<file path="config.mk">
export PLATFORM = sky130hd
export DESIGN_NAME = pwk_power_wake
export DESIGN_NICKNAME = d
export VERILOG_FILES = /design/src/hw/pwk_pkg.sv /design/src/hw/pwk_power_wake.sv
export SDC_FILE = /design/constraint.sdc
export NUM_CORES = 1
export LEC_CHECK = 0
export ABC_AREA = 1
export BUFFER_PORTS_ARGS = -buffer_cell sky130_fd_sc_hd__buf_2
export CAP_MARGIN = 30
export CORE_MARGIN = 8
export CORE_UTILIZATION = 58
export DETAILED_ROUTE_END_ITERATION = 16
export PLACE_DENSITY = 0.8
export SYNTH_ARGS = -nofsm -noshare
export SYNTH_HDL_FRONTEND = slang
export SYNTH_SLANG_ARGS = --single-unit
export TNS_END_PERCENT = 50
</file>
<file path="constraint.sdc">
create_clock -name clk_i -period 2.8 [get_ports clk_i]
set_clock_uncertainty 0.15 [all_clocks]
set_input_delay 0.28 -clock clk_i [delete_from_list [all_inputs] [get_ports clk_i]]
set_output_delay 0.28 -clock clk_i [all_outputs]
set_load 0.02 [all_outputs]
</file>
<file path="src/hw/pwk_pkg.sv">
// Constants, register map and state type of the power and wake controller.
package pwk_pkg;

	// Register indices; the byte address is four times the index.
	localparam logic [15:0] IDX_CPU_POWER_CONTROL = 16'h0087;
	localparam logic [15:0] IDX_INTERRUPT_SOURCE_1 = 16'h7f02;
	localparam logic [15:0] IDX_WAKE_FLAGS_BANK_A = 16'h7f2a;
	localparam logic [15:0] IDX_WAKE_FLAGS_BANK_B = 16'h7f2b;
	localparam logic [15:0] IDX_WAKE_FLAGS_HOST_PINS = 16'h7f55;
	localparam logic [15:0] IDX_WAKE_FLAGS_PINS_LOW = 16'h7f59;
	localparam logic [15:0] IDX_WAKE_FLAGS_PINS_MID = 16'h7f5e;
	localparam logic [15:0] IDX_WAKE_FLAGS_PINS_HIGH = 16'h7f63;
	localparam logic [15:0] IDX_WAKE_FLAGS_FAN = 16'h7f64;
	localparam logic [15:0] IDX_CLOCK_SELECT_CONTROL = 16'h7f10;
	localparam logic [15:0] IDX_SLEEP_ENTRY_FLAG = 16'h7f11;
	localparam logic [15:0] IDX_WAKE_ENABLE = 16'h7f12;
	localparam logic [15:0] IDX_PIN_EDGE_SELECT = 16'h7f13;
	localparam logic [15:0] IDX_POWER_STATUS = 16'h7f14;

	// Field positions.
	localparam int IDLE_BIT = 0;
	localparam int RING_EN_BIT = 4;
	localparam int EXT_SRC_BIT = 5;
	localparam int RTC_ALARM_BIT = 0;
	localparam int ANY_KEY_BIT = 1;
	localparam int HIB_TIMER_BIT = 2;
	localparam int SMBUS2_BIT = 3;
	localparam int SMBUS1_BIT = 4;
	localparam int ACPI_STATUS_BIT = 5;
	localparam int ACPI_ENABLE_BIT = 6;
	localparam int ACPI_CONTROL_BIT = 7;
	localparam int FAN1_BIT = 0;
	localparam int FAN2_BIT = 1;
	localparam int PIN3_INT_BIT = 3;

	// Wake enable bits, one per flag register.
	localparam int EN_A = 0;
	localparam int EN_B = 1;
	localparam int EN_HOST = 2;
	localparam int EN_LOW = 3;
	localparam int EN_MID = 4;
	localparam int EN_HIGH = 5;
	localparam int EN_FAN = 6;
	localparam int EN_INT = 7;

	// Reset values.
	localparam logic [7:0] RST_CPU_POWER_CONTROL = 8'h00;
	localparam logic [7:0] RST_CLOCK_SELECT = 8'h20;
	localparam logic [7:0] RST_WAKE_ENABLE = 8'hff;
	localparam logic [7:0] RST_FLAGS = 8'h00;
	localparam logic [21:0] RST_EDGE_SELECT = 22'h000000;

	// Pin map: {register, bit}; register 0 low, 1 mid, 2 high, 3 int.
	localparam int NPINS = 22;
	localparam logic [1:0] MAP_LOW = 2'd0;
	localparam logic [1:0] MAP_MID = 2'd1;
	localparam logic [1:0] MAP_HIGH = 2'd2;
	localparam logic [1:0] MAP_INT = 2'd3;
	localparam logic [NPINS-1:0][4:0] PIN_MAP = {
		{MAP_HIGH, 3'd6}, {MAP_HIGH, 3'd5}, {MAP_HIGH, 3'd4},
		{MAP_HIGH, 3'd7}, {MAP_HIGH, 3'd3}, {MAP_HIGH, 3'd2},
		{MAP_HIGH, 3'd1}, {MAP_HIGH, 3'd0}, {MAP_MID, 3'd7},
		{MAP_MID, 3'd6}, {MAP_MID, 3'd5}, {MAP_MID, 3'd4},
		{MAP_MID, 3'd3}, {MAP_MID, 3'd2}, {MAP_LOW, 3'd6},
		{MAP_MID, 3'd1}, {MAP_MID, 3'd0}, {MAP_LOW, 3'd7},
		{MAP_INT, 3'd3}, {MAP_LOW, 3'd4}, {MAP_LOW, 3'd3},
		{MAP_LOW, 3'd2}
	};

	// Synchroniser layout of the pin inputs.
	localparam int NSYNC = 37;
	localparam int S_SMB1 = 0;
	localparam int S_SMB2 = 1;
	localparam int S_KSI = 2;
	localparam int S_GPIO = 10;
	localparam int S_HOST = 32;
	localparam int S_MAIN = 36;

	localparam logic [1:0] RESP_OKAY = 2'b00;
	localparam logic [1:0] RESP_SLVERR = 2'b10;
	localparam logic [1:0] RESP_DECERR = 2'b11;

	typedef enum logic [3:0] {
		ST_RUN = 4'b0001,
		ST_IDLE = 4'b0010,
		ST_SLEEP = 4'b0100,
		ST_WAKE = 4'b1000
	} pwk_state_t;

	typedef struct packed {
		pwk_state_t st;
		logic aw_held;
		logic w_held;
		logic [15:0] aw_idx;
		logic [31:0] wdata;
		logic [3:0] wstrb;
		logic awready;
		logic wready;
		logic arready;
		logic bvalid;
		logic [1:0] bresp;
		logic rvalid;
		logic [31:0] rdata;
		logic [1:0] rresp;
		logic [7:0] cpu_power_control;
		logic [7:0] clksel;
		logic sleep_entry_flag;
		logic [7:0] wake_en;
		logic [21:0] edge_sel;
		logic [7:0] intsrc;
		logic [7:0] fl_a;
		logic [7:0] fl_b;
		logic [7:0] fl_host;
		logic [7:0] fl_low;
		logic [7:0] fl_mid;
		logic [7:0] fl_high;
		logic [7:0] fl_fan;
		logic [NSYNC-1:0] s1;
		logic [NSYNC-1:0] s2;
		logic [NSYNC-1:0] s3;
		logic core_clk_en;
		logic periph_clk_en;
		logic ring_osc_en;
		logic xtal_osc_en;
		logic pin_hold;
	} pwk_regs_t;

endpackage : pwk_pkg

</file>
<file path="src/hw/pwk_power_wake.sv">
// Power-mode sequencer, wake flag registers and AXI4-Lite slave.
//
// Added by the designer: the AXI4-Lite slave port.
module pwk_power_wake
	import pwk_pkg::*;
#(
	parameter int ADDR_W = 18
) (
	// Clock and standby power-on reset.
	input wire logic clk_i,
	input wire logic rstn_i,
	// AXI4-Lite slave.
	input wire logic [ADDR_W-1:0] s_axi_awaddr_i,
	input wire logic s_axi_awvalid_i,
	output logic s_axi_awready_o,
	input wire logic [31:0] s_axi_wdata_i,
	input wire logic [3:0] s_axi_wstrb_i,
	input wire logic s_axi_wvalid_i,
	output logic s_axi_wready_o,
	output logic [1:0] s_axi_bresp_o,
	output logic s_axi_bvalid_o,
	input wire logic s_axi_bready_i,
	input wire logic [ADDR_W-1:0] s_axi_araddr_i,
	input wire logic s_axi_arvalid_i,
	output logic s_axi_arready_o,
	output logic [31:0] s_axi_rdata_o,
	output logic [1:0] s_axi_rresp_o,
	output logic s_axi_rvalid_o,
	input wire logic s_axi_rready_i,
	// Core interrupt logic, same clock.
	input wire logic enabled_irq_i,
	// Internal wake sources, same clock, active high.
	input wire logic rtc_alarm_wake_i,
	input wire logic hibernation_timer_wake_i,
	input wire logic acpi_status_wake_i,
	input wire logic acpi_enable_wake_i,
	input wire logic acpi_control_wake_i,
	input wire logic fan1_slow_wake_i,
	input wire logic fan2_slow_wake_i,
	// Wake pins and main supply good, asynchronous.
	input wire logic smbus1_data_pin_i,
	input wire logic smbus2_data_pin_i,
	input wire logic [7:0] key_scan_inputs_i,
	input wire logic [NPINS-1:0] gpio_pins_i,
	input wire logic [3:0] host_pins_i,
	input wire logic main_supply_good_i,
	// Clock and power controls.
	output logic core_clk_en_o,
	output logic periph_clk_en_o,
	output logic ring_osc_en_o,
	output logic xtal_osc_en_o,
	output logic clk_src_ext_o,
	output logic pin_hold_o,
	output logic idle_o,
	output logic sleep_o
);

	pwk_regs_t r_r;
	pwk_regs_t r_nxt;

	function automatic logic [15:0] addr_idx(input logic [ADDR_W-1:0] a);
		addr_idx = a[17:2];
	endfunction : addr_idx

	function automatic logic known_idx(input logic [15:0] i);
		case (i)
			IDX_CPU_POWER_CONTROL, IDX_INTERRUPT_SOURCE_1,
			IDX_WAKE_FLAGS_BANK_A, IDX_WAKE_FLAGS_BANK_B,
			IDX_WAKE_FLAGS_HOST_PINS, IDX_WAKE_FLAGS_PINS_LOW,
			IDX_WAKE_FLAGS_PINS_MID, IDX_WAKE_FLAGS_PINS_HIGH,
			IDX_WAKE_FLAGS_FAN, IDX_CLOCK_SELECT_CONTROL,
			IDX_SLEEP_ENTRY_FLAG, IDX_WAKE_ENABLE,
			IDX_PIN_EDGE_SELECT, IDX_POWER_STATUS: known_idx = 1'b1;
			default: known_idx = 1'b0;
		endcase
	endfunction : known_idx

	function automatic logic [31:0] read_idx(input pwk_regs_t r,
			input logic [15:0] i);
		case (i)
			IDX_CPU_POWER_CONTROL: read_idx = {24'h000000, r.cpu_power_control};
			IDX_INTERRUPT_SOURCE_1: read_idx = {24'h000000, r.intsrc};
			IDX_WAKE_FLAGS_BANK_A: read_idx = {24'h000000, r.fl_a};
			IDX_WAKE_FLAGS_BANK_B: read_idx = {24'h000000, r.fl_b};
			IDX_WAKE_FLAGS_HOST_PINS: read_idx = {24'h000000, r.fl_host};
			IDX_WAKE_FLAGS_PINS_LOW: read_idx = {24'h000000, r.fl_low};
			IDX_WAKE_FLAGS_PINS_MID: read_idx = {24'h000000, r.fl_mid};
			IDX_WAKE_FLAGS_PINS_HIGH: read_idx = {24'h000000, r.fl_high};
			IDX_WAKE_FLAGS_FAN: read_idx = {24'h000000, r.fl_fan};
			IDX_CLOCK_SELECT_CONTROL: read_idx = {24'h000000, r.clksel};
			IDX_SLEEP_ENTRY_FLAG:
				read_idx = {31'h00000000, r.sleep_entry_flag};
			IDX_WAKE_ENABLE: read_idx = {24'h000000, r.wake_en};
			IDX_PIN_EDGE_SELECT: read_idx = {10'h000, r.edge_sel};
			IDX_POWER_STATUS:
				read_idx = {27'h0000000, r.s2[S_MAIN], r.st};
			default: read_idx = 32'h00000000;
		endcase
	endfunction : read_idx

	// Write-one-to-clear on byte lane 0.
	function automatic logic [7:0] w1c(input logic [7:0] old,
			input logic [31:0] d, input logic [3:0] s);
		w1c = old & ~(d[7:0] & {8{s[0]}});
	endfunction : w1c

	function automatic logic [31:0] merge(input logic [31:0] old,
			input logic [31:0] d, input logic [3:0] s);
		logic [31:0] m;
		m = {{8{s[3]}}, {8{s[2]}}, {8{s[1]}}, {8{s[0]}}};
		merge = (old & ~m) | (d & m);
	endfunction : merge

	// Per-pin edge events steered into their flag registers.
	logic [NPINS-1:0] pin_rise;
	logic [NPINS-1:0] pin_fall;
	logic [NPINS-1:0] pin_evt;
	logic [7:0] set_low;
	logic [7:0] set_mid;
	logic [7:0] set_high;
	logic [7:0] set_int;

	assign pin_rise = r_r.s2[S_GPIO +: NPINS] & ~r_r.s3[S_GPIO +: NPINS];
	assign pin_fall = ~r_r.s2[S_GPIO +: NPINS] & r_r.s3[S_GPIO +: NPINS];
	// The pin is sampled whatever function drives it.
	assign pin_evt = (pin_rise & r_r.edge_sel) |
		(pin_fall & ~r_r.edge_sel);

	always_comb begin
		set_low = 8'h00;
		set_mid = 8'h00;
		set_high = 8'h00;
		set_int = 8'h00;
		for (int p = 0; p < NPINS; p++) begin
			case (PIN_MAP[p][4:3])
				MAP_LOW: set_low[PIN_MAP[p][2:0]] =
					set_low[PIN_MAP[p][2:0]] | pin_evt[p];
				MAP_MID: set_mid[PIN_MAP[p][2:0]] =
					set_mid[PIN_MAP[p][2:0]] | pin_evt[p];
				MAP_HIGH: set_high[PIN_MAP[p][2:0]] =
					set_high[PIN_MAP[p][2:0]] | pin_evt[p];
				default: set_int[PIN_MAP[p][2:0]] =
					set_int[PIN_MAP[p][2:0]] | pin_evt[p];
			endcase
		end
	end

	logic [7:0] set_a;
	logic [7:0] set_b;
	logic [7:0] set_host;
	logic [7:0] set_fan;
	logic [3:0] host_edge;

	assign host_edge = r_r.s2[S_HOST +: 4] ^ r_r.s3[S_HOST +: 4];

	always_comb begin
		set_a = 8'h00;
		set_a[ACPI_STATUS_BIT] = acpi_status_wake_i;
		set_a[ACPI_ENABLE_BIT] = acpi_enable_wake_i;
		set_a[ACPI_CONTROL_BIT] = acpi_control_wake_i;
		set_a[SMBUS1_BIT] = r_r.s3[S_SMB1] & ~r_r.s2[S_SMB1];
		set_a[SMBUS2_BIT] = r_r.s3[S_SMB2] & ~r_r.s2[S_SMB2];
		set_b = 8'h00;
		set_b[RTC_ALARM_BIT] = rtc_alarm_wake_i;
		set_b[HIB_TIMER_BIT] = hibernation_timer_wake_i;
		set_b[ANY_KEY_BIT] = |(r_r.s3[S_KSI +: 8] &
			~r_r.s2[S_KSI +: 8]);
		set_host = {4'h0, host_edge};
		set_fan = 8'h00;
		set_fan[FAN1_BIT] = fan1_slow_wake_i;
		set_fan[FAN2_BIT] = fan2_slow_wake_i;
	end

	// Wake request: any flag in an enabled register.
	logic wake_req;

	assign wake_req = (r_r.wake_en[EN_A] & |r_r.fl_a) |
		(r_r.wake_en[EN_B] & |r_r.fl_b) |
		(r_r.wake_en[EN_HOST] & |r_r.fl_host) |
		(r_r.wake_en[EN_LOW] & |r_r.fl_low) |
		(r_r.wake_en[EN_MID] & |r_r.fl_mid) |
		(r_r.wake_en[EN_HIGH] & |r_r.fl_high) |
		(r_r.wake_en[EN_FAN] & |r_r.fl_fan) |
		(r_r.wake_en[EN_INT] & r_r.intsrc[PIN3_INT_BIT]);

	logic do_write;
	logic wr_ok;
	logic main_ok;
	logic [15:0] ar_idx;

	assign main_ok = r_r.s2[S_MAIN];
	assign do_write = r_r.aw_held & r_r.w_held & ~r_r.bvalid;
	// Host-pin flags live in the main domain.
	assign wr_ok = known_idx(r_r.aw_idx) & (main_ok |
		(r_r.aw_idx != IDX_WAKE_FLAGS_HOST_PINS));
	assign ar_idx = addr_idx(s_axi_araddr_i);

	always_comb begin
		r_nxt = r_r;
		// Pins pass two flops before use; s3 holds the prior sample.
		r_nxt.s1 = {main_supply_good_i, host_pins_i, gpio_pins_i,
			key_scan_inputs_i, smbus2_data_pin_i, smbus1_data_pin_i};
		r_nxt.s2 = r_r.s1;
		r_nxt.s3 = r_r.s2;

		// Write address and data are taken in either order.
		if (s_axi_awvalid_i && r_r.awready) begin
			r_nxt.aw_held = 1'b1;
			r_nxt.aw_idx = addr_idx(s_axi_awaddr_i);
			r_nxt.awready = 1'b0;
		end
		if (s_axi_wvalid_i && r_r.wready) begin
			r_nxt.w_held = 1'b1;
			r_nxt.wdata = s_axi_wdata_i;
			r_nxt.wstrb = s_axi_wstrb_i;
			r_nxt.wready = 1'b0;
		end
		if (r_r.bvalid && s_axi_bready_i) begin
			r_nxt.bvalid = 1'b0;
			r_nxt.awready = 1'b1;
			r_nxt.wready = 1'b1;
		end

		// Flags: a clear by software never beats a new event.
		if (do_write && wr_ok) begin
			case (r_r.aw_idx)
				IDX_CPU_POWER_CONTROL:
					r_nxt.cpu_power_control = 8'(merge({24'h000000, r_r.cpu_power_control},
						r_r.wdata, r_r.wstrb));
				IDX_INTERRUPT_SOURCE_1:
					r_nxt.intsrc = w1c(r_r.intsrc, r_r.wdata, r_r.wstrb);
				IDX_WAKE_FLAGS_BANK_A:
					r_nxt.fl_a = w1c(r_r.fl_a, r_r.wdata, r_r.wstrb);
				IDX_WAKE_FLAGS_BANK_B:
					r_nxt.fl_b = w1c(r_r.fl_b, r_r.wdata, r_r.wstrb);
				IDX_WAKE_FLAGS_HOST_PINS:
					r_nxt.fl_host = w1c(r_r.fl_host, r_r.wdata, r_r.wstrb);
				IDX_WAKE_FLAGS_PINS_LOW:
					r_nxt.fl_low = w1c(r_r.fl_low, r_r.wdata, r_r.wstrb);
				IDX_WAKE_FLAGS_PINS_MID:
					r_nxt.fl_mid = w1c(r_r.fl_mid, r_r.wdata, r_r.wstrb);
				IDX_WAKE_FLAGS_PINS_HIGH:
					r_nxt.fl_high = w1c(r_r.fl_high, r_r.wdata, r_r.wstrb);
				IDX_WAKE_FLAGS_FAN:
					r_nxt.fl_fan = w1c(r_r.fl_fan, r_r.wdata, r_r.wstrb);
				IDX_CLOCK_SELECT_CONTROL:
					r_nxt.clksel = 8'(merge({24'h000000, r_r.clksel},
						r_r.wdata, r_r.wstrb));
				IDX_SLEEP_ENTRY_FLAG:
					if (r_r.wstrb[0]) begin
						r_nxt.sleep_entry_flag = r_r.wdata[0];
					end
				IDX_WAKE_ENABLE:
					r_nxt.wake_en = 8'(merge({24'h000000, r_r.wake_en},
						r_r.wdata, r_r.wstrb));
				IDX_PIN_EDGE_SELECT:
					r_nxt.edge_sel = 22'(merge({10'h000, r_r.edge_sel},
						r_r.wdata, r_r.wstrb));
				default: ;
			endcase
		end
		if (do_write) begin
			r_nxt.aw_held = 1'b0;
			r_nxt.w_held = 1'b0;
			r_nxt.bvalid = 1'b1;
			r_nxt.bresp = !known_idx(r_r.aw_idx) ? RESP_DECERR :
				(wr_ok ? RESP_OKAY : RESP_SLVERR);
		end
		r_nxt.fl_a = r_nxt.fl_a | set_a;
		r_nxt.fl_b = r_nxt.fl_b | set_b;
		r_nxt.fl_host = r_nxt.fl_host | set_host;
		r_nxt.fl_low = r_nxt.fl_low | set_low;
		r_nxt.fl_mid = r_nxt.fl_mid | set_mid;
		r_nxt.fl_high = r_nxt.fl_high | set_high;
		r_nxt.fl_fan = r_nxt.fl_fan | set_fan;
		r_nxt.intsrc = r_nxt.intsrc | set_int;

		// Read channel: one word, answered the cycle after acceptance.
		if (s_axi_arvalid_i && r_r.arready) begin
			r_nxt.arready = 1'b0;
			r_nxt.rvalid = 1'b1;
			if (!known_idx(ar_idx)) begin
				r_nxt.rdata = 32'h00000000;
				r_nxt.rresp = RESP_DECERR;
			end else if (!main_ok &&
					ar_idx == IDX_WAKE_FLAGS_HOST_PINS) begin
				r_nxt.rdata = 32'h00000000;
				r_nxt.rresp = RESP_SLVERR;
			end else begin
				r_nxt.rdata = read_idx(r_r, ar_idx);
				r_nxt.rresp = RESP_OKAY;
			end
		end
		if (r_r.rvalid && s_axi_rready_i) begin
			r_nxt.rvalid = 1'b0;
			r_nxt.arready = 1'b1;
		end

		// Power-mode sequencer.
		case (r_r.st)
			ST_RUN: begin
				if (r_r.cpu_power_control[IDLE_BIT]) begin
					r_nxt.st = r_r.sleep_entry_flag ? ST_SLEEP : ST_IDLE;
				end
			end
			ST_IDLE: begin
				if (enabled_irq_i) begin
					r_nxt.cpu_power_control[IDLE_BIT] = 1'b0;
					r_nxt.st = ST_RUN;
				end
			end
			ST_SLEEP: begin
				if (wake_req) begin
					r_nxt.st = ST_WAKE;
				end
			end
			ST_WAKE: begin
				r_nxt.cpu_power_control[IDLE_BIT] = 1'b0;
				r_nxt.sleep_entry_flag = 1'b0;
				r_nxt.st = ST_RUN;
			end
			default: r_nxt.st = ST_RUN;
		endcase
		// Wake restarts on the ring oscillator; firmware moves off it.
		if (r_nxt.st == ST_WAKE) begin
			r_nxt.clksel[RING_EN_BIT] = 1'b1;
			r_nxt.clksel[EXT_SRC_BIT] = 1'b0;
		end

		// Clock gates follow the next mode so they come from flops.
		r_nxt.core_clk_en = (r_nxt.st == ST_RUN) ||
			(r_nxt.st == ST_WAKE);
		r_nxt.periph_clk_en = (r_nxt.st != ST_SLEEP);
		r_nxt.ring_osc_en = r_nxt.clksel[RING_EN_BIT] &&
			(r_nxt.st != ST_SLEEP);
		r_nxt.xtal_osc_en = (r_nxt.st != ST_SLEEP);
		r_nxt.pin_hold = (r_nxt.st == ST_IDLE) ||
			(r_nxt.st == ST_SLEEP);
	end

	// Standby power-on reset loads every register with its reset value and ends any mode.
	always_ff @(posedge clk_i or negedge rstn_i) begin
		if (!rstn_i) begin
			r_r <= '0;
			r_r.st <= ST_RUN;
			r_r.awready <= 1'b1;
			r_r.wready <= 1'b1;
			r_r.arready <= 1'b1;
			r_r.cpu_power_control <= RST_CPU_POWER_CONTROL;
			r_r.clksel <= RST_CLOCK_SELECT;
			r_r.wake_en <= RST_WAKE_ENABLE;
			r_r.edge_sel <= RST_EDGE_SELECT;
			r_r.core_clk_en <= 1'b1;
			r_r.periph_clk_en <= 1'b1;
			r_r.xtal_osc_en <= 1'b1;
		end else begin
			r_r <= r_nxt;
		end
	end

	assign s_axi_awready_o = r_r.awready;
	assign s_axi_wready_o = r_r.wready;
	assign s_axi_bresp_o = r_r.bresp;
	assign s_axi_bvalid_o = r_r.bvalid;
	assign s_axi_arready_o = r_r.arready;
	assign s_axi_rdata_o = r_r.rdata;
	assign s_axi_rresp_o = r_r.rresp;
	assign s_axi_rvalid_o = r_r.rvalid;
	assign core_clk_en_o = r_r.core_clk_en;
	assign periph_clk_en_o = r_r.periph_clk_en;
	assign ring_osc_en_o = r_r.ring_osc_en;
	assign xtal_osc_en_o = r_r.xtal_osc_en;
	assign clk_src_ext_o = r_r.clksel[EXT_SRC_BIT];
	assign pin_hold_o = r_r.pin_hold;
	assign idle_o = r_r.st[1];
	assign sleep_o = r_r.st[2];

endmodule : pwk_power_wake

</file>
; ---- Yosys cells after proc, flatten, opt, wreduce, memory -nomap -nowiden
; Index checks and enable logic that the tools add are counted.
[word_totals]
output_inout_bits = 49
inputBits = 124
ff_bits = 313
n_memories = 0
ramBits = 0
elab_cells = 221
mem_bits_ro = 0
latchBits = 0
[classes]
n_eq_ne = 38
n_reduce_logical = 38
div = 0
bitwise = 63
n_mux = 45
n_addsub = 0
order_cmp = 0
multipliers = 0
shift = 0
[ops]
columns = op, count
row1 = $eq A16 B15 Y1 const B, 26
row2 = $pmux W22 S14, 1
row3 = $and A22 B22 Y22, 6
row4 = $and A8 B8 Y8, 13
row5 = $mux W104, 1
row6 = $not A22 Y22, 4
row7 = $mux W8, 10
row8 = $reduce_or A8 Y1, 8
row9 = $or A8 B8 Y8, 7
row10 = $mux W24, 2
row11 = $or A22 B22 Y22, 2
row12 = $mux W35, 1
row13 = $eq A16 B8 Y1 const B, 2
row14 = $reduce_or A14 Y1, 2
row15 = $mux W22, 1
row16 = $reduce_bool A2 Y1, 11
row17 = $mux W1, 17
row18 = $ne A16 B15 Y1 const B, 1
row19 = $not A8 Y8, 2
row20 = $or A8 B4 Y8, 2
row21 = $and A1 B1 Y1, 13
row22 = $mux W4, 3
row23 = $pmux W4 S3, 1
row24 = $mux W2, 5
row25 = other kinds (17), 43

; ---- Logic depth before layout (Yosys ltp)
; Gate-level depths: netlist of the first run.
[logic_depth]
word_depth = 14
ltp_mapped = 16
depth_no_buf = 14

; ---- Worst setup path after synthesis of the first run
; OpenSTA, ideal clock, no wires.
[synth_timing]
kind = reg2reg
from = register r_r[319] (netlist name)
to = register r_r[157] (netlist name)
setup_time_ns = 0.121
path_slack_ns = 0.774
required_time_ns = 2.529
n_path_buf = 2
stages_incl_launch_ff = 17
arrival_time_ns = 1.754
synth_period_minus_slack_ns = 2.026
path_cell_list = dfrtp_1 inv_2 nand2_1 nor2_1 nand2_2 buf_6 nor2_1 inv_2 nand3_1 nor2_2 nand2_4 nand2_4 buf_12 nor2_8 nand2_1 nand2_1 nand2_1
[synth_lines]
columns = element, line
row1 = start: declaration, pwk_power_wake.sv:58  ; pwk_regs_t r_r;
row2 = start signal: assignment, pwk_power_wake.sv:357  ; r_r <= r_nxt;

==> results of run 1 <==
## path summary, 6_finish.rpt
| kind | cells after the start | endpoint |
|---|---|---|
| worst max-delay path | 11 | flip-flop |
| worst min-delay path | 2 | r_nxt[39]$_DFF_PN0_ |
| worst max register to register | 11 | flip-flop |
| worst min register to register | 0 | r_nxt[23]$_DFF_PN0_ |
| max in group asynchronous | 3 | r_r[122]$_DFFE_PN0P_ |
| min in group clk_i | 0 | r_nxt[23]$_DFF_PN0_ |
## cell type report
| type | instances | area [um2] | area share (%) |
|---|---|---|---|
| inverters | 182 | 683 | 4.33 |
| multi-input cells | 954 | 4260 | 27.0 |
| flip-flops and latches | 303 | 7600 | 48.2 |
| repair buffers | 258 | 1880 | 11.9 |
| well taps | 280 | 350 | 2.22 |
| clock buffers | 41 | 832 | 5.27 |
| diodes | 1 | 2.50 | 0.0159 |
| clock inverters | 15 | 166 | 1.05 |
## critical path, cell delays in order, from the launching register on
cell and delay [ns]:
dfrtp_1 0.39, inv_2 0.07, nand2_1 0.06, nor2_1 0.15
nand2_2 0.21, nor2_2 0.31, nor2_1 0.09, nand2_1 0.08
nor2_2 0.07, nand2_4 0.12, nand4_1 0.38, o21ai_0 0.34
## logic make-up after synthesis
family / count (synthesis) / share of synthesized area, %
XOR/XNOR: 4 / 0.271
other: 1 / 0.0291
flip-flops: 303 / 58.9
AND/OR/NAND/NOR: 766 / 25.1
buffers and inverters: 244 / 8.41
AO/OA/AOI/OAI: 174 / 7.27
## placed cells by master (no fill, tap or decap), types with 13 or more instances in the layout
cell             n
nor2_1         113
dlygate4sd3_1   95
clkbuf_16       30
dfrtp_1        288
nand2_1        496
dfstp_2         15
o21ai_0        113
nand4_1         19
nor3_1          24
inv_1          159
inv_2           13
buf_2          146
nand3_1         87
a21oi_1         26
o21ai_1         14
## metal layers
metal | global-route usage (%) | up-vias | wire [um]
li1 | - | 5114 | -
met1 | 34.8 | 5174 | 14600
met2 | 43.4 | 436 | 17000
met3 | 5.01 | 81 | 2750
met4 | 8.39 | 0 | 1100
met5 | 0 | - | 0
## power by group through the flow
stage               combinational (W)  clock, W  sequential [W]
floorplan                    0.000967         0         0.00517
global placement              0.00155         0         0.00517
detailed placement            0.00160         0         0.00520
CTS                           0.00174   0.00408         0.00513
global route                  0.00198   0.00427         0.00521
finish                        0.00179   0.00403         0.00515
## per-stage QoR
stage,worst slack (ns),hold WS [ns],util [%]
2_1_floorplan,0.774,-0.166,-
5_1_grt,0.0526,0.202,72.3
4_1_cts,0.283,0.180,72.3
3_3_place_gp,0.381,0.156,63.3
3_5_place_dp,0.317,0.161,63.3
6_report,0.283,0.158,72.3
## timing repair
item,4_1_cts,5_1_grt
hold buffers,95,0
resized for setup,0,2
hold endpoints to repair,165,0
endpoints found under the setup margin,0,8
==> metrics.txt, run 1 <==
status finished, final reports clean; Yosys top cell area share 55.8%; CP required 3.11 ns; Seq cells post-synth 303; combinational power share 16.3%; MaxCap Viol Count 0; CP endpoint kind flip-flop; Period minus WS final between 2 and 3 ns; DP HPWL approximately 24000 um; Net Sw Frac 29.5%; Slew Viols, Final 0; IO Pins 173; WL final approximately 35000 um; crit path DAT 2.83 ns; Distinct cells, synth 41; Placer Congestion 0.930; die height 165 um; PwrDens 695 mW/mm2; vias in the first global route 10900; vias per cell 5.31; internal power 0.00773 W; First-pass DRT Iterations 6; Setup TNS 0 ns; FILL cells 1625; CP Class flip-flop to flip-flop; Mapped Area 0.0129 mm2; Die Footprint 0.0273 mm2; LEAKAGE ~8 nW; starting density of the core 59.1%; Main synth FF type dfrtp_1; cts bufs inserted 30; top area cells in the synthesized netlist dfrtp_1 56%, nand2_1 14%, inv_1 4.6%, o21ai_0 4.4%, nand3_1 3.4%; Non-Filler Instances between 2000 and 2500; Routed Antenna Nets 0; initial DRC count 1015; commonest cells in the netlist 497 x nand2_1, 288 x dfrtp_1, 159 x inv_1; Net Switching 0.00324 W; CTS clk-pin slew, worst paths 0.07 ns; crit path from r_r[319]$_DFFE_PN0P_; H-tree depth 1; synthesized area per cell 8.65 um2; die width about 170 um; Post-DP Area 0.0138 mm2; pin count of the biggest net entering global routing 77; Final Power 0.0110 W; Hold Crit Class input port to asynchronous set/reset pin; final hold violation count 0; drt wl/cell 17.4 um; share of cells above drive strength 1 between 15 and 20%; Reg2Reg Launch Point r_r[319]$_DFFE_PN0P_; Mapped Cells 1492; Worst-Skew Late Latency 0.56 ns; DRC viols 0; CTS tree built; Startpoint Class flip-flop; Async S/R FF share, synth 100%; first-pass GRT wire length between 50000 and 60000 um; Setup Fix Bufs, Post-CTS 0; Worst R2R Setup Slack 0.28 ns; Worst Path Max Fanout 13; dpl cells between 1500 and 2000; Worst slew margin ~45%; Slew @ Worst Pin 0.831 ns; Root Buffer clkbuf_16; total gr overflow 0; Core Box Area between 0.02 and 0.025 mm2; GRT Resource Usage Total between 20% and 30%; site row count 54; Max clock buf depth 3; highest clock rate 0.397 GHz; clk sinks 303; port buffer count 147; Area Overhead vs Synth 22.2%; post-route design area 0.0158 mm2; Post-synth EDFFs 0; RSZ-0062 raised after global routing no; sequential share of power about 47%; Yosys top cell by area dfrtp_1; antenna violations before repair 1; sequential share of the synthesized area 58.9%; Max VDD drop 0.591 mV; clock power share 36.7%; Vias 10800; synth warn 0; cell with the most instances after synthesis nand2_1; number of nets in the layout 1853; final setup fails 0; Tcrit/Tclk final 89.9%
No activity file was read; power rests on OpenSTA's default activity.
==> run 2, diff against run 1 <==
--- a/config.mk
+++ b/config.mk
@@ -8,10 +8,12 @@
 export ABC_AREA = 1
 export BUFFER_PORTS_ARGS = -buffer_cell sky130_fd_sc_hd__buf_2
 export CAP_MARGIN = 30
+export CELL_PAD_IN_SITES_DETAIL_PLACEMENT = 1
+export CELL_PAD_IN_SITES_GLOBAL_PLACEMENT = 2
 export CORE_MARGIN = 8
-export CORE_UTILIZATION = 58
+export CORE_UTILIZATION = 35
 export DETAILED_ROUTE_END_ITERATION = 16
-export PLACE_DENSITY = 0.8
+export PLACE_DENSITY_LB_ADDON = 0.1
 export SYNTH_ARGS = -nofsm -noshare
 export SYNTH_HDL_FRONTEND = slang
 export SYNTH_SLANG_ARGS = --single-unit
==> run 2 against run 1 <==
Worst setup slack improved by 0.035 ns. Worst hold slack improved by 0.039 ns. Sequential power barely moved. Cell count rose by 10%. Clock power rose by 20%. Die area rose by 59%.
==> metrics.txt, run 2 (same netlist as run 1, synthesis figures left out) <==
CP Class flip-flop to flip-flop; Vias 10500 (-2.8%); Placer Congestion 0.847 (-8.9%); Die Footprint 0.0433 mm2 (+59%); Tcrit/Tclk final 88.6% (-1.3 points); Buf+Inv Stages, Crit Path 1 (unchanged); final hold violation count 0 (unchanged); IO Pins 173 (unchanged); crit path DAT 2.73 ns (-0.10 ns); DRC viols 0 (unchanged); commonest non-fill, non-tap cells in the layout 497 x nand2_1, 288 x dfrtp_1, 159 x inv_1; Hold Crit Class flip-flop to flip-flop; GRT Resource Usage Total 19.1% (-7.2 points); Startpoint Class flip-flop; Crit-path slowest cell dfrtp_1; Slew Viols, Final 0 (unchanged); antenna violations before repair 0 (-1); WP depth 14 (+3); port buffer count 147 (unchanged); DP HPWL 29400 um (+25%); Worst Path Max Fanout 13 (unchanged); Worst R2R Path Depth 14 (+3); First-pass DRT Iterations 4 (-2); status finished, final reports clean; initial DRC count 583 (-43%); die height 208 um (+26%); Max VDD drop 0.458 mV (-23%); Core Box Area 0.0364 mm2 (+67%); die width 208 um (+26%); Antenna Cells 0 (-1); Worst-Skew Late Latency 0.54 ns (-0.02 ns); Top delay family on crit path simple AND/OR/NAND/NOR gates; post-cts resize count 0 (unchanged); crit-path most repeated cell nand2_1; Worst slew margin 41.9% (-2.7 points); CP required 3.05 ns (-0.06 ns); LEAKAGE 8.23 nW (+2.3%); commonest non-fill, non-tap cell in the layout nand2_1; Root Buffer clkbuf_16; highest clock rate 0.403 GHz (+1.4%); site row count 70 (+30%); Post-DP Area 0.0141 mm2 (+2.4%); CP endpoint kind flip-flop; Period minus WS final 2.48 ns (-0.0352 ns); CTS clk-pin slew, worst paths 0.06 ns (about the same); post-route design area 0.0163 mm2 (+3.6%); clk sinks 303 (unchanged); number of nets in the layout 1870 (+0.92%); PwrDens 721 mW/mm2 (+3.7%); worst hold stages 0; CP cell instances inv_2 > nand2_1 > nor2_1 > nand2_2 > nor2_1 > nor2_1 > nand3_1 > nor2_2 > nand2_4 > nand2_4 > nor2_2 > nand2_1 > nand2_1 > nand2_1; first-pass GRT wire length 65700 um (+16%); share of cells above drive strength 1 16.2% (+1.0 points); Setup TNS 0 ns (unchanged); H-tree depth 2 (+1); CP peak stage delay 0.38 ns (about the same); WL final 40900 um (+15%); final setup fails 0 (unchanged); vias in the first global route 11700 (+7.1%); total gr overflow 0 (unchanged); Routed Antenna Nets 0 (unchanged); starting density of the core 35.4% (-24 points); RSZ-0062 raised after global routing no; MaxCap Viol Count 0 (unchanged); Slew @ Worst Pin 0.871 ns (+0.0400 ns); vias per cell 4.69 (-12%); drt wl/cell 18.2 um (+4.8%); pin count of the biggest net entering global routing 93 (+21%); cts bufs inserted 36 (+20%); CTS tree built; Worst R2R Setup Slack 0.32 ns (+0.04 ns); Max clock buf depth 3 (unchanged); Area Overhead vs Synth 26.7%
run 2: area by class of cell:
cell class / count / area [um2]
Fill cell: 4316 / 20100
Sequential cell: 303 / 7600
Multi-Input combinational cell: 954 / 4260
Timing Repair Buffer: 269 / 1970
Clock buffer: 53 / 1120
Inverter: 182 / 683
Tap cell: 468 / 586
Clock inverter: 12 / 131
run 2: metal layers:
metal | vias to the layer above | part of all wire, % | track usage, %
li1 | 5141 | - | -
met1 | 5148 | 46 | 24.7
met2 | 158 | 49 | 33.2
met3 | 55 | 3.4 | 3.16
met4 | 0 | 1.9 | 4.55
met5 | - | 0 | 0
run 2: power by group:
part           internal (W)  leakage, nW  switching, W  total (W)
Combinational      0.000535         3.96       0.00126    0.00180
Sequential          0.00485         3.65      0.000295    0.00514
Clock               0.00296        0.620       0.00189    0.00485
Total               0.00834         8.23       0.00344     0.0118
run 2: final timing paths:
check | endpoint | start
min in group asynchronous | r_r[150]$_DFF_PN0_ | rstn_i
max in group asynchronous | s_axi_arready_o$_DFFE_PN1P_ | rstn_i
hold reg to reg | main_ok$_DFF_PN0_ | r_nxt[78]$_DFF_PN0_
hold / removal | main_ok$_DFF_PN0_ | r_nxt[78]$_DFF_PN0_
setup / recovery | flip-flop | r_r[319]$_DFFE_PN0P_
setup reg to reg | flip-flop | r_r[319]$_DFFE_PN0P_
run 2: stage by stage:
| stage | setup WS [ns] | total power (W) | hold WS, ns | instances | util [%] |
|---|---|---|---|---|---|
| 3_5_place_dp | 0.298 | 0.00691 | 0.186 | 2081 | 38.8 |
| 5_1_grt | 0.132 | 0.0124 | 0.202 | 2241 | 44.9 |
| 2_1_floorplan | 0.774 | 0.00614 | -0.166 | 1501 | - |
| 4_1_cts | 0.238 | 0.0120 | 0.199 | 2241 | 44.9 |
| 3_3_place_gp | 0.363 | 0.00685 | 0.183 | 2081 | 38.8 |
| 6_report | 0.318 | 0.0118 | 0.197 | 2241 | 44.9 |
run 2: worst register-to-register path, cell delays in order (launching register included):
cell     delay, ns
dfrtp_1       0.38
inv_2         0.06
nand2_1       0.05
nor2_1        0.12
nand2_2       0.19
nor2_1        0.28
nor2_1        0.09
nand3_1       0.09
nor2_2        0.07
nand2_4       0.12
nand2_4       0.13
nor2_2        0.15
nand2_1       0.27
nand2_1       0.16
nand2_1       0.06
run 2: timing repair:
| action | CTS | global route |
|---|---|---|
| hold endpoints to repair | 169 | 0 |
| hold buffers | 95 | 0 |
| buffers inserted | 0 | 0 |
==> run 3, diff against run 2 <==
--- a/config.mk
+++ b/config.mk
@@ -10,6 +10,7 @@
 export CAP_MARGIN = 30
 export CELL_PAD_IN_SITES_DETAIL_PLACEMENT = 1
 export CELL_PAD_IN_SITES_GLOBAL_PLACEMENT = 2
+export CORE_ASPECT_RATIO = 1.4
 export CORE_MARGIN = 8
 export CORE_UTILIZATION = 35
 export DETAILED_ROUTE_END_ITERATION = 16
==> run 3 against run 2 <==
Worst setup slack gained 0.040 ns. Global-route usage about the same. Combinational power is 2% lower. Critical path depth is 3 lower. Routed wire length down 0.33%. Die area increased by 0.20%. Sequential power about the same. Clock power decreased by 16%. Register-to-register slack gained 0.04 ns. Via count is 0.98% lower. Power fell by 6.9%. Critical path type unchanged. Largest cell class unchanged. Highest routed layer unchanged.
==> metrics.txt, run 3 (same netlist as run 1, synthesis figures left out) <==
status finished, final reports clean; Worst R2R Path Depth 11 (-3); Placer Congestion 0.910 (+7.4%); Vias 10400 (-0.98%); starting density of the core 35.3% (-0.12 points); die width 178 um (-14%); commonest non-fill, non-tap cell in the layout nand2_1; Core Box Area 0.0366 mm2 (+0.33%); crit path DAT 2.78 ns (+0.05 ns); Routed Antenna Nets 0 (unchanged); Period minus WS final 2.44 ns (-0.0395 ns); First-pass DRT Iterations 4 (unchanged); GRT Resource Usage Total 19.1% (-0.039 points); H-tree depth 1 (-1); Worst slew margin 47.0% (+5.1 points); CP Class flip-flop to flip-flop; CP endpoint kind flip-flop; Setup TNS 0 ns (unchanged); share of cells above drive strength 1 15.3% (-0.93 points); die height 243 um (+17%); Area Overhead vs Synth 24.3%; Max VDD drop 0.470 mV (+2.5%); CTS clk-pin slew, worst paths 0.06 ns (about the same); pin count of the biggest net entering global routing 71 (-24%); crit path from r_r[310]$_DFFE_PN0P_; number of nets in the layout 1862 (-0.43%); sequential share of power 46.7% (+3.1 points); post-cts resize count 0 (unchanged); DRC viols 0 (unchanged); final hold violation count 0 (unchanged); Worst Path Max Fanout 16 (+3); final setup fails 0 (unchanged); total gr overflow 0 (unchanged); Root Buffer clkbuf_16; Slew Viols, Final 0 (unchanged); site row count 83 (+19%); Worst R2R Setup Slack 0.36 ns (+0.04 ns); clock power share 37.3% (-3.8 points); Hold Crit Class input port to asynchronous set/reset pin; Reg2Reg Launch Point r_r[310]$_DFFE_PN0P_; Worst-Skew Late Latency 0.58 ns (+0.04 ns); Tcrit/Tclk final 87.2% (-1.4 points); IO Pins 173 (unchanged); Net Sw Frac 29.9% (+0.67 points); cts bufs inserted 31 (-14%); internal power 0.00770 W (-7.7%); vias per cell 4.67 (-0.27%); first-pass GRT wire length 64400 um (-2.0%); combinational power share 16.0% (+0.8 points); Die Footprint 0.0434 mm2 (+0.20%); LEAKAGE 8.06 nW (-2.1%); Max clock buf depth 3 (unchanged); initial DRC count 532 (-8.7%); CP required 3.14 ns (+0.09 ns); port buffer count 147 (unchanged); Post-Place Worst Slack 0.339 ns (+0.0405 ns); clk sinks 303 (unchanged); post-route setup slack 0.358 ns (+0.0395 ns); CTS tree built; PwrDens 684 mW/mm2 (-5.1%); drt wl/cell 18.3 um (+0.38%); Startpoint Class flip-flop; WL final 40800 um (-0.33%); antenna violations before repair 1 (+1); vias in the first global route 11300 (-3.1%); DP HPWL 29700 um (+0.84%); RSZ-0062 raised after global routing no; Slew @ Worst Pin 0.795 ns (-0.0763 ns); MaxCap Viol Count 0 (unchanged); Net Switching 0.00328 W (-4.7%); highest clock rate 0.409 GHz (+1.6%); commonest non-fill, non-tap cells in the layout 497 x nand2_1, 288 x dfrtp_1, 159 x inv_1
run 3: cell types whose count changed in the layout (fill, tap and decap cells not counted), sizes merged:
| cell | delta |
|---|---|
| bufinv | +1 |
| buf | -3 |
| diode | +1 |
| clkbuf | -14 |
| clkinv | -2 |
| clkinvlp | +2 |
run 3: layout make-up:
cell class                      count  area [um2]
Fill cell                        4335       20500
Clock inverter                     13         159
Clock buffer                       39         816
Sequential cell                   303        7600
Tap cell                          467         584
Multi-Input combinational cell    954        4260
Inverter                          182         683
Timing Repair Buffer              266        1940
Antenna cell                        1        2.50
run 3: through the flow:
stage	power, W	std cells	util, %	hold WS [ns]	cell area [um2]
2_1_floorplan	0.00614	1501	-	-0.166	12900
3_3_place_gp	0.00684	2077	38.6	0.0681	14100
3_5_place_dp	0.00688	2077	38.6	0.0712	14100
4_1_cts	0.0112	2224	43.9	0.0339	16000
5_1_grt	0.0116	2225	43.9	0.0622	16000
6_report	0.0110	2225	43.9	0.0500	16000
run 3: worst max path at each step:
stage                              end  slack (ns)
finish                       flip-flop        0.36
global placement    r_r[132]$_DFF_PN0_        0.41
CTS                 r_r[147]$_DFF_PN0_        0.34
floorplan           r_r[157]$_DFF_PN0_        0.77
detailed placement  r_r[143]$_DFF_PN0_        0.34
global route                 flip-flop        0.05
run 3: worst max-delay path, stage by stage (launching register included):
cell	delay [ns]
dfrtp_1	0.40
inv_2	0.07
nand2_1	0.08
nor2_1	0.24
nand2_1	0.08
nor2_1	0.27
nor2_1	0.07
nand2_1	0.08
nor2_2	0.07
nand2_4	0.11
nand4_2	0.37
o21ai_0	0.33
run 3: power groups by stage:
stage,Sequential [W],Combinational (W),Clock [W]
2_1_floorplan,0.00517,0.000967,0
3_3_place_gp,0.00519,0.00165,0
3_5_place_dp,0.00521,0.00167,0
4_1_cts,0.00513,0.00180,0.00423
5_1_grt,0.00518,0.00200,0.00438
6_report,0.00513,0.00176,0.00409
run 3: per-layer routing:
layer / wire [um] / vias up / part of all wire, % / track usage (%)
met2: 21300 / 184 / 52 / 34.7
met3: 1520 / 53 / 3.7 / 2.77
met4: 1150 / 0 / 2.8 / 6.14
li1: - / 5120 / - / -
met1: 16800 / 5042 / 41 / 22.5
met5: 0 / - / 0 / 0
run 3: repair_timing:
item | CTS | global route
buffers inserted | 0 | 0
hold buffers | 95 | 0
hold endpoints to repair | 385 | 0
